--- src/nco_tuner_pkg.sv ---
// Purpose: shared constants and types for the tuner front end
// Assumes: 8-bit register address, 16-bit register data
// Notes:   register offsets are byte addresses on the plain port
package nco_tuner_pkg;

  // -------------------------------------------------------------
  // register map
  // -------------------------------------------------------------
  localparam logic [7:0] HOLDOFF_ADDR = 8'h84;
  localparam logic [7:0] TW_PART_A_ADDR = 8'h85;
  localparam logic [7:0] TW_PART_B_ADDR = 8'h86;
  localparam logic [7:0] PHASE_OFS_ADDR = 8'h87;
  localparam logic [7:0] CONTROL_ADDR = 8'h88;

  localparam logic [15:0] HOLDOFF_RST = 16'h0000;
  localparam logic [15:0] TW_PART_RST = 16'h0000;
  localparam logic [15:0] PHASE_OFS_RST = 16'h0000;
  localparam logic [15:0] CONTROL_RST = 16'h0000;
  localparam logic [15:0] CONTROL_MASK = 16'h007F;

  // -------------------------------------------------------------
  // control field positions
  // -------------------------------------------------------------
  localparam int unsigned CTL_BYPASS = 0;
  localparam int unsigned CTL_PHASE_DITHER = 1;
  localparam int unsigned CTL_AMP_DITHER = 2;
  localparam int unsigned CTL_CLEAR_ON_HOP = 3;
  localparam int unsigned CTL_QMODE_LSB = 4;
  localparam int unsigned CTL_PORT_B_SEL = 6;

  // qualifier handling modes
  localparam logic [1:0] QMODE_BLANK = 2'h0;
  localparam logic [1:0] QMODE_LEVEL = 2'h1;
  localparam logic [1:0] QMODE_RISE = 2'h2;
  localparam logic [1:0] QMODE_FALL = 2'h3;

  // -------------------------------------------------------------
  // pseudo-random generators and oscillator constants
  // -------------------------------------------------------------
  localparam logic [15:0] PHASE_LFSR_SEED = 16'hACE1;
  localparam logic [15:0] AMP_LFSR_SEED = 16'h5A3C;
  localparam logic [15:0] QUARTER_TURN = 16'h4000;
  localparam logic [15:0] HALF_SPAN = 16'h8000;
  localparam logic [16:0] AMP_MAX = 17'h07FFF;

  typedef enum logic [1:0] {
    HOLD_IDLE  = 2'b01,
    HOLD_COUNT = 2'b10
  } holdoff_state_t;

  typedef struct packed {
    logic [13:0] samples;
    logic [2:0]  exponent;
    logic        qualifier;
  } adc_port_t;

  typedef struct packed {
    logic signed [15:0] in_phase;
    logic signed [15:0] quadrature;
    logic [2:0]         exponent;
    logic               sample_new;
    logic               filter_step;
  } mixer_out_t;

  // maximal-length 16-bit Fibonacci step, taps 16 14 13 11
  function automatic logic [15:0] lfsr_step(input logic [15:0] s);
    return {s[14:0], s[15] ^ s[13] ^ s[12] ^ s[10]};
  endfunction : lfsr_step

endpackage : nco_tuner_pkg

--- src/nco_sincos.sv ---
// Purpose: phase to cosine/sine conversion with amplitude dither
// Assumes: 16-bit phase, one full turn over the code range
// Notes:   parabolic half-wave shape, one cycle of latency
`timescale 1ns/1ns
module nco_sincos (
  input  wire logic               clk,
  input  wire logic               sys_rst,
  input  wire logic [15:0]        phase,
  input  wire logic               amp_dither_en,
  output logic signed [15:0]      cosine,
  output logic signed [15:0]      sine
);

  logic [15:0] amp_lfsr;
  logic [3:0]  amp_dither;
  logic [15:0] cos_phase;

  // parabola x*(1-x) per half turn; dither sits below the output lsb
  function automatic logic signed [15:0] half_wave(input logic [15:0] p,
                                                   input logic [3:0] d);
    logic [15:0] x;
    logic [31:0] prod;
    logic [16:0] mag;
    logic [15:0] sat;
    x    = {1'b0, p[14:0]};
    prod = x * (nco_tuner_pkg::HALF_SPAN - x) + {19'h00000, d, 9'h000};
    mag  = prod[29:13];
    sat  = (mag > nco_tuner_pkg::AMP_MAX) ? nco_tuner_pkg::AMP_MAX[15:0]
                                           : mag[15:0];
    return p[15] ? -$signed(sat) : $signed(sat);
  endfunction : half_wave

  // --------------------------------------------------------------
  // amplitude dither source
  // --------------------------------------------------------------
  // runs freely so enabling dither never restarts its sequence
  always_ff @(posedge clk) begin
    if (sys_rst) begin
      amp_lfsr <= nco_tuner_pkg::AMP_LFSR_SEED;
    end else begin
      amp_lfsr <= nco_tuner_pkg::lfsr_step(amp_lfsr);
    end
  end

  assign amp_dither = amp_dither_en ? amp_lfsr[3:0] : 4'h0;
  assign cos_phase  = phase + nco_tuner_pkg::QUARTER_TURN;

  // --------------------------------------------------------------
  // conversion
  // --------------------------------------------------------------
  always_ff @(posedge clk) begin
    if (sys_rst) begin
      cosine <= 16'sh0000;
      sine   <= 16'sh0000;
    end else begin
      cosine <= half_wave(cos_phase, amp_dither);
      sine   <= half_wave(phase, amp_dither);
    end
  end

endmodule : nco_sincos

--- src/nco_tuner_input_qualify.sv ---
// Purpose: one channel's oscillator tuner and input qualifier
// Assumes: ADC ports are driven on clk, soft_sync is a clk pulse
// Notes:   sample to mixer output takes three clocks
//
// Strobed register access was left to the implementer.
`timescale 1ns/1ns
module nco_tuner_input_qualify (
  input  wire logic                      clk,
  input  wire logic                      sys_rst,
  input  wire logic [7:0]                reg_addr,
  input  wire logic [15:0]               reg_wdata,
  input  wire logic                      reg_wr,
  input  wire logic                      reg_rd,
  output logic [15:0]                    reg_rdata,
  input  wire nco_tuner_pkg::adc_port_t  port_a_samples,
  input  wire nco_tuner_pkg::adc_port_t  port_b_samples,
  input  wire logic                      soft_sync,
  output nco_tuner_pkg::mixer_out_t      mix_out,
  output logic                           hop_pulse
);

  // mixing product scaled back to 16 bits; full scale trig gives 2x
  function automatic logic signed [15:0] mix_scale(
      input logic signed [13:0] s,
      input logic signed [15:0] t);
    logic signed [29:0] p;
    p = 30'(s) * 30'(t);
    return p[29:14];
  endfunction : mix_scale

  // bypass path with the same gain as the mixer at full scale
  function automatic logic signed [15:0] pass_scale(
      input logic [13:0] s);
    return {s[13], s, 1'b0};
  endfunction : pass_scale

  // --------------------------------------------------------------
  // register decode
  // --------------------------------------------------------------
  logic [15:0] tw_part_a;
  logic [15:0] tw_part_b;
  logic [15:0] phase_offset;
  logic [15:0] control;

  wire hit_holdoff = reg_addr == nco_tuner_pkg::HOLDOFF_ADDR;
  wire hit_tw_a    = reg_addr == nco_tuner_pkg::TW_PART_A_ADDR;
  wire hit_tw_b    = reg_addr == nco_tuner_pkg::TW_PART_B_ADDR;
  wire hit_phase   = reg_addr == nco_tuner_pkg::PHASE_OFS_ADDR;
  wire hit_control = reg_addr == nco_tuner_pkg::CONTROL_ADDR;

  wire wr_holdoff  = reg_wr && hit_holdoff;
  wire wr_tw_a     = reg_wr && hit_tw_a;
  wire wr_tw_b     = reg_wr && hit_tw_b;
  wire wr_phase    = reg_wr && hit_phase;
  wire wr_control  = reg_wr && hit_control;

  // control fields
  wire       bypass       = control[nco_tuner_pkg::CTL_BYPASS];
  wire       phase_dith   = control[nco_tuner_pkg::CTL_PHASE_DITHER];
  wire       amp_dith     = control[nco_tuner_pkg::CTL_AMP_DITHER];
  wire       clear_on_hop = control[nco_tuner_pkg::CTL_CLEAR_ON_HOP];
  wire [1:0] qmode        = control[nco_tuner_pkg::CTL_QMODE_LSB +: 2];
  wire       use_port_b   = control[nco_tuner_pkg::CTL_PORT_B_SEL];

  // --------------------------------------------------------------
  // register file
  // --------------------------------------------------------------
  // every register is private to this channel
  always_ff @(posedge clk) begin
    if (sys_rst) begin
      tw_part_a    <= nco_tuner_pkg::TW_PART_RST;
      tw_part_b    <= nco_tuner_pkg::TW_PART_RST;
      phase_offset <= nco_tuner_pkg::PHASE_OFS_RST;
      control      <= nco_tuner_pkg::CONTROL_RST;
    end else begin
      if (wr_tw_a) begin
        tw_part_a <= reg_wdata;
      end
      if (wr_tw_b) begin
        tw_part_b <= reg_wdata;
      end
      if (wr_phase) begin
        phase_offset <= reg_wdata;
      end
      if (wr_control) begin
        control <= reg_wdata & nco_tuner_pkg::CONTROL_MASK;
      end
    end
  end

  // --------------------------------------------------------------
  // read path
  // --------------------------------------------------------------
  logic [15:0] holdoff_count;
  logic [15:0] read_value;

  // the hold-off offset reads back the live count, not the load value
  assign read_value = hit_holdoff ? holdoff_count :
                      hit_tw_a    ? tw_part_a :
                      hit_tw_b    ? tw_part_b :
                      hit_phase   ? phase_offset :
                      hit_control ? control :
                                    16'h0000;

  // data stand only in the cycle after the strobe
  always_ff @(posedge clk) begin
    if (sys_rst) begin
      reg_rdata <= 16'h0000;
    end else begin
      reg_rdata <= reg_rd ? read_value : 16'h0000;
    end
  end

  // --------------------------------------------------------------
  // hold-off counter
  // --------------------------------------------------------------
  nco_tuner_pkg::holdoff_state_t hold_state;
  nco_tuner_pkg::holdoff_state_t next_hold_state;
  logic [15:0] next_holdoff_count;
  logic        holdoff_expire;

  // a write arms the counter; a write while counting restarts it
  always_comb begin
    next_hold_state    = hold_state;
    next_holdoff_count = holdoff_count;
    holdoff_expire     = 1'b0;
    unique case (hold_state)
      nco_tuner_pkg::HOLD_IDLE: begin
      end
      nco_tuner_pkg::HOLD_COUNT: begin
        if (holdoff_count == 16'h0000) begin
          holdoff_expire  = 1'b1;
          next_hold_state = nco_tuner_pkg::HOLD_IDLE;
        end else begin
          next_holdoff_count = holdoff_count - 16'h0001;
        end
      end
      default: begin
        next_hold_state = nco_tuner_pkg::HOLD_IDLE;
      end
    endcase
    if (wr_holdoff) begin
      next_holdoff_count = reg_wdata;
      next_hold_state    = nco_tuner_pkg::HOLD_COUNT;
    end
  end

  always_ff @(posedge clk) begin
    if (sys_rst) begin
      hold_state    <= nco_tuner_pkg::HOLD_IDLE;
      holdoff_count <= nco_tuner_pkg::HOLDOFF_RST;
    end else begin
      hold_state    <= next_hold_state;
      holdoff_count <= next_holdoff_count;
    end
  end

  // --------------------------------------------------------------
  // active tuning word
  // --------------------------------------------------------------
  logic [31:0] active_tuning;

  wire [31:0] shadow_tuning = {tw_part_b, tw_part_a};
  wire        tw_transfer   = soft_sync || holdoff_expire;

  // a shadow write in the transfer cycle misses this transfer
  always_ff @(posedge clk) begin
    if (sys_rst) begin
      active_tuning <= 32'h0000_0000;
      hop_pulse     <= 1'b0;
    end else begin
      hop_pulse <= holdoff_expire;
      if (tw_transfer) begin
        active_tuning <= shadow_tuning;
      end
    end
  end

  // --------------------------------------------------------------
  // input qualifier handling
  // --------------------------------------------------------------
  logic qual_prev;

  wire nco_tuner_pkg::adc_port_t sel_port =
      use_port_b ? port_b_samples : port_a_samples;
  wire qual      = sel_port.qualifier;
  wire qual_rise = qual && !qual_prev;
  wire qual_fall = !qual && qual_prev;

  wire mode_blank = qmode == nco_tuner_pkg::QMODE_BLANK;
  wire mode_level = qmode == nco_tuner_pkg::QMODE_LEVEL;
  wire mode_rise  = qmode == nco_tuner_pkg::QMODE_RISE;
  wire mode_fall  = qmode == nco_tuner_pkg::QMODE_FALL;

  // blank mode takes a word every clock, zeros while low
  wire take_sample = mode_blank ||
                     (mode_level && qual) ||
                     (mode_rise && qual_rise) ||
                     (mode_fall && qual_fall);
  wire zero_sample = mode_blank && !qual;

  // edge modes step once per captured word, level mode holds when low
  wire nco_advance = mode_blank ||
                     (mode_level && qual) ||
                     (mode_rise && qual_rise) ||
                     (mode_fall && qual_fall);

  // downstream filters idle only in blank mode with qualifier low
  wire filter_step = mode_blank ? qual : 1'b1;

  // --------------------------------------------------------------
  // sample capture, stage 1
  // --------------------------------------------------------------
  logic [13:0] cap_main;
  logic [13:0] cap_b;
  logic [2:0]  cap_exp;
  logic        cap_new;
  logic        cap_step;

  // port B is also held for the quadrature leg of bypass
  always_ff @(posedge clk) begin
    if (sys_rst) begin
      cap_main <= 14'h0000;
      cap_b    <= 14'h0000;
      cap_exp  <= 3'h0;
      cap_new  <= 1'b0;
      cap_step <= 1'b0;
      qual_prev <= 1'b0;
    end else begin
      cap_new  <= take_sample;
      cap_step <= filter_step;
      qual_prev <= qual;
      if (take_sample) begin
        cap_main <= zero_sample ? 14'h0000 : sel_port.samples;
        cap_b    <= zero_sample ? 14'h0000 : port_b_samples.samples;
        cap_exp  <= sel_port.exponent;
      end
    end
  end

  // --------------------------------------------------------------
  // phase accumulator and phase dither
  // --------------------------------------------------------------
  logic [31:0] phase_acc;
  logic [15:0] phase_lfsr;
  logic [15:0] phase_word;

  wire [15:0] phase_dither = phase_dith ? phase_lfsr : 16'h0000;
  // offset sits in the top half, dither in the discarded half
  wire [31:0] phase_sum = phase_acc
                        + {phase_offset, 16'h0000}
                        + {16'h0000, phase_dither};
  wire        hop_clear = holdoff_expire && clear_on_hop;

  always_ff @(posedge clk) begin
    if (sys_rst) begin
      phase_acc <= 32'h0000_0000;
    end else if (hop_clear) begin
      phase_acc <= 32'h0000_0000;
    end else if (nco_advance) begin
      phase_acc <= phase_acc + active_tuning;
    end
  end

  always_ff @(posedge clk) begin
    if (sys_rst) begin
      phase_lfsr <= nco_tuner_pkg::PHASE_LFSR_SEED;
    end else begin
      phase_lfsr <= nco_tuner_pkg::lfsr_step(phase_lfsr);
    end
  end

  // phase is taken in the capture cycle, before that cycle's step
  always_ff @(posedge clk) begin
    if (sys_rst) begin
      phase_word <= 16'h0000;
    end else begin
      phase_word <= phase_sum[31:16];
    end
  end

  // --------------------------------------------------------------
  // quadrature generation, stage 2
  // --------------------------------------------------------------
  logic signed [15:0] osc_cos;
  logic signed [15:0] osc_sin;

  nco_sincos u_sincos (
    .clk           (clk),
    .sys_rst       (sys_rst),
    .phase         (phase_word),
    .amp_dither_en (amp_dith),
    .cosine        (osc_cos),
    .sine          (osc_sin)
  );

  logic [13:0] dly_main;
  logic [13:0] dly_b;
  logic [2:0]  dly_exp;
  logic        dly_new;
  logic        dly_step;

  // samples wait one clock so they meet their own oscillator phase
  always_ff @(posedge clk) begin
    if (sys_rst) begin
      dly_main <= 14'h0000;
      dly_b    <= 14'h0000;
      dly_exp  <= 3'h0;
      dly_new  <= 1'b0;
      dly_step <= 1'b0;
    end else begin
      dly_main <= cap_main;
      dly_b    <= cap_b;
      dly_exp  <= cap_exp;
      dly_new  <= cap_new;
      dly_step <= cap_step;
    end
  end

  // --------------------------------------------------------------
  // mixer, stage 3
  // --------------------------------------------------------------
  wire signed [15:0] neg_sin = 16'(-osc_sin);
  wire signed [15:0] mix_i   = mix_scale(dly_main, osc_cos);
  wire signed [15:0] mix_q   = mix_scale(dly_main, neg_sin);
  wire signed [15:0] pass_i  = pass_scale(dly_main);
  wire signed [15:0] pass_q  = pass_scale(dly_b);

  // bypass I follows the selected port; clear bit six to have port A as I
  always_ff @(posedge clk) begin
    if (sys_rst) begin
      mix_out <= '0;
    end else begin
      mix_out.in_phase    <= bypass ? pass_i : mix_i;
      mix_out.quadrature  <= bypass ? pass_q : mix_q;
      mix_out.exponent    <= dly_exp;
      mix_out.sample_new  <= dly_new;
      mix_out.filter_step <= dly_step;
    end
  end

endmodule : nco_tuner_input_qualify

--- config.mk ---
export PLATFORM = sky130hd
export DESIGN_NAME = nco_tuner_input_qualify
export DESIGN_NICKNAME = d
export VERILOG_FILES = /design/src/nco_tuner_pkg.sv /design/src/nco_sincos.sv /design/src/nco_tuner_input_qualify.sv
export SDC_FILE = /design/constraint.sdc
export NUM_CORES = 2
export LEC_CHECK = 0
export BUFFER_PORTS_ARGS = -buffer_cell sky130_fd_sc_hd__buf_2
export CAP_MARGIN = 25
export CORE_MARGIN = 5
export CORE_UTILIZATION = 59
export DETAILED_ROUTE_END_ITERATION = 16
export GPL_TIMING_DRIVEN = 0
export PLACE_DENSITY_LB_ADDON = 0.12
export SLEW_MARGIN = 20
export SYNTH_ARGS = -nofsm -noshare
export SYNTH_HDL_FRONTEND = slang
export SYNTH_SLANG_ARGS = --single-unit
export TNS_END_PERCENT = 10
--- constraint.sdc ---
create_clock -name clk -period 12.9 [get_ports clk]
set_clock_uncertainty 0.2 [all_clocks]
set_input_delay 1.29 -clock clk [delete_from_list [all_inputs] [get_ports clk]]
set_output_delay 1.29 -clock clk [all_outputs]
set_load 0.01 [all_outputs]
==> out/metrics.cfg <==
[synth]
synth_simple_gate_area_share_pct=18.5
ys_seq_area_share_pct=15.8
ys.warnings.count=0
yosysUniqueCellTypes=98
syn_area_sq_um=42800
ys_ff_latch=338
synthAdderAreaFrac_pct=43.6
synth_compound_area_share_pct=8.48
synth_edf_count=0
synth_top_family_by_area=adder cells
synth_xor_area_share_pct=3.31
synth_cells=4743
async_flop_share_pct=0
syn_area_per_cell_sq_um=9.03
synth_ff_type=dfxtp_1
synthMuxAreaShare_pct=1.52

[global_route]
groute.usage.overall_pct=31.9
grt_pass1_wl_microns=196000
grt_overflow=0
grt_max_degree=15
grt_pass1_vias=35400
grt_antenna_before_repair=2

[final_layout]
top_register=mix_out
largest_register_ffs=37
reg_top3=mix_out (37), active_tuning (32), phase_acc (32)
drive_gt1_share_pct=5.32
final_nets=6071
multi_input_area_sq_um=32400
regArea_sq_um=6770
fillers=6183
area_delta_synth_final_pct=7.51

[pwr]
powerDensity_nw_per_um2=64.4
peakVddDrop_mv=0.0949
p_leak_nw=21.6
p_total_mw=2.97

[sta]
worstMarginPinSlew_ns=1.15
slew_viol_final=0
maxSlewHeadroom_pct=22.5
setup_viol=0
post-route-min-period_ns=11.66
period_share_pct=90.4
rsz0062_at_grt=no
setup_tns_ns=0
hold_viol_final=0
max_freq_mhz=85.7

[clock_tree]
cts-root-buf=clkbuf_16
clockBufferDepth=3
postCtsSetupBuffers=0
cts_made_buffers=38
clkSlewWorstSetupHoldPaths_ns=0.06
cts.htree.levels=2
cts_tree=yes
clk-insertion-delay-late_ns=0.58
cts_hold_buf=0
clock-sinks=338
postCtsResizedCells=0

[worst_setup_path]
path_max_fanout=10
crit_top_cell=fa_1
critical-path-slowest-cell=clkbuf_1
cp_data_required_time_ns=13.17
arrival_ns=11.93
endpoint_kind=flip-flop
worst_path_largest_cell_delay_ns=0.59
critPathLaunchType=flip-flop
critPathKind=reg2reg

[drt]
ant_nets=0
wl_per_cell_microns=20.7
wl_microns=123000
drc=0
vias=33600
drt_iter0_markers=2666
viasPerCell=5.69
drt-pass1-iter-count=6

[placement]
io_buffers=118
hpwl_microns=101000
place.gp.congestion=0.971

[status]
status=finished clean

[run]
max_cap_violations=0

[floorplanning]
die-area_sq_um=78100
num_rows=98
coreArea_sq_um=71700
pin_count=119
die-height_microns=279
die_w_microns=279
initial_core_util_pct=59.7

[worst_hold_path]
hold_path_class=reg2reg

==> report_power, final <==
part           total, mW  switching [mW]  internal (mW)
clock               1.11           0.485          0.627
sequential          1.12          0.0293           1.09
combinational      0.736           0.447          0.289
==> metal layers <==
layer / global-route usage (%) / share of wire, %
met2: 52.0 / 46
met4: 13.0 / 5.0
met1: 42.2 / 41
met3: 6.25 / 8.5
met5: 0 / 0
==> worst paths after layout <==
path	slack, ns	to	from	depth (start not counted)
max	1.24	u_sincos.sine[14]	phase_word[1]	39
min	0.20	u_sincos.amp_lfsr[12]	u_sincos.amp_lfsr[11]	1
max reg2reg	1.24	u_sincos.sine[14]	phase_word[1]	39
min reg2reg	0.20	u_sincos.amp_lfsr[12]	u_sincos.amp_lfsr[11]	1
==> cell families after synthesis <==
kind of cell,count (synthesis)
buf+inv,990
simple gates,1573
fa+ha+maj,1075
mux,53
flops,338
other cells,2
compound gates,550
xor+xnor,162
==> layout make-up <==
| cell class | instances | share of cell area, % |
|---|---|---|
| clock buffer | 52 | 2.29 |
| sequential | 338 | 14.7 |
| buffer | 218 | 1.86 |
| multi-input combinational | 3441 | 70.4 |
| inverter | 772 | 6.29 |
| antenna | 3 | 0.0163 |
| clock inverter | 18 | 0.473 |
| tap | 950 | 2.58 |
| timing repair buffer | 123 | 1.40 |
==> synth_stat cells (44+ instances only) <==
| cell type | number | area [sq um] |
|---|---|---|
| inv_1 | 770 | 2890 |
| fa_1 | 695 | 13900 |
| nand2_1 | 603 | 2260 |
| ha_1 | 379 | 4740 |
| dfxtp_1 | 338 | 6770 |
| and2_1 | 241 | 1510 |
| a21oi_1 | 210 | 1050 |
| clkbuf_1 | 193 | 724 |
| nand2b_1 | 168 | 1050 |
| nor2_1 | 165 | 619 |
| nor2b_1 | 137 | 857 |
| xnor2_1 | 118 | 1030 |
| nand3_1 | 62 | 310 |
| a21o_1 | 58 | 435 |
| o21ai_0 | 56 | 280 |
| xor2_1 | 44 | 385 |
==> stage by stage <==
step	cells	setup WS (ns)	hold slack (ns)	area [sq um]	utilization (%)
floorplan	4769	3.46	0.189	42900	-
global placement	5837	1.44	0.191	44700	62.3
detailed placement	5840	1.50	0.194	44700	62.4
CTS	5910	1.46	0.208	46000	64.1
global route	5912	0.745	0.219	46000	64.2
finish	5915	1.24	0.204	46000	64.2
==> worst max-delay path: cells and delay by family (launching register included) <==
family                     cells  cell delay [ns]
AOI/OAI and AO/OA              8             1.93
adders and majority gates     10             4.29
DFF                            1             0.53
and+or+nand+nor               12             2.40
buffers and inverters          9             2.20
==> placed cells by master (no fill, tap or decap), drive strengths merged, types with 11 or more instances in the layout <==
cell type  Yosys  layout
inv          771     775
fa           695     695
nand2        603     603
ha           379     379
dfxtp        338     338
clkbuf       193     245
and2         241     241
a21oi        212     212
nand2b       168     168
nor2         168     168
buf           25     148
nor2b        138     138
xnor2        118     118
o21ai         73      73
nand3         62      62
a21o          58      58
nor3          47      47
xor2          44      44
mux2i         38      38
conb           2      28
a211oi        28      28
or3           25      25
or2           24      24
and3          23      23
o31ai         23      23
o21a          19      19
nor4          16      16
a31oi         14      14
or4           13      13
nand4         12      12
o211ai        12      12
o21bai        11      11
(Power assumes the default switching activity.)
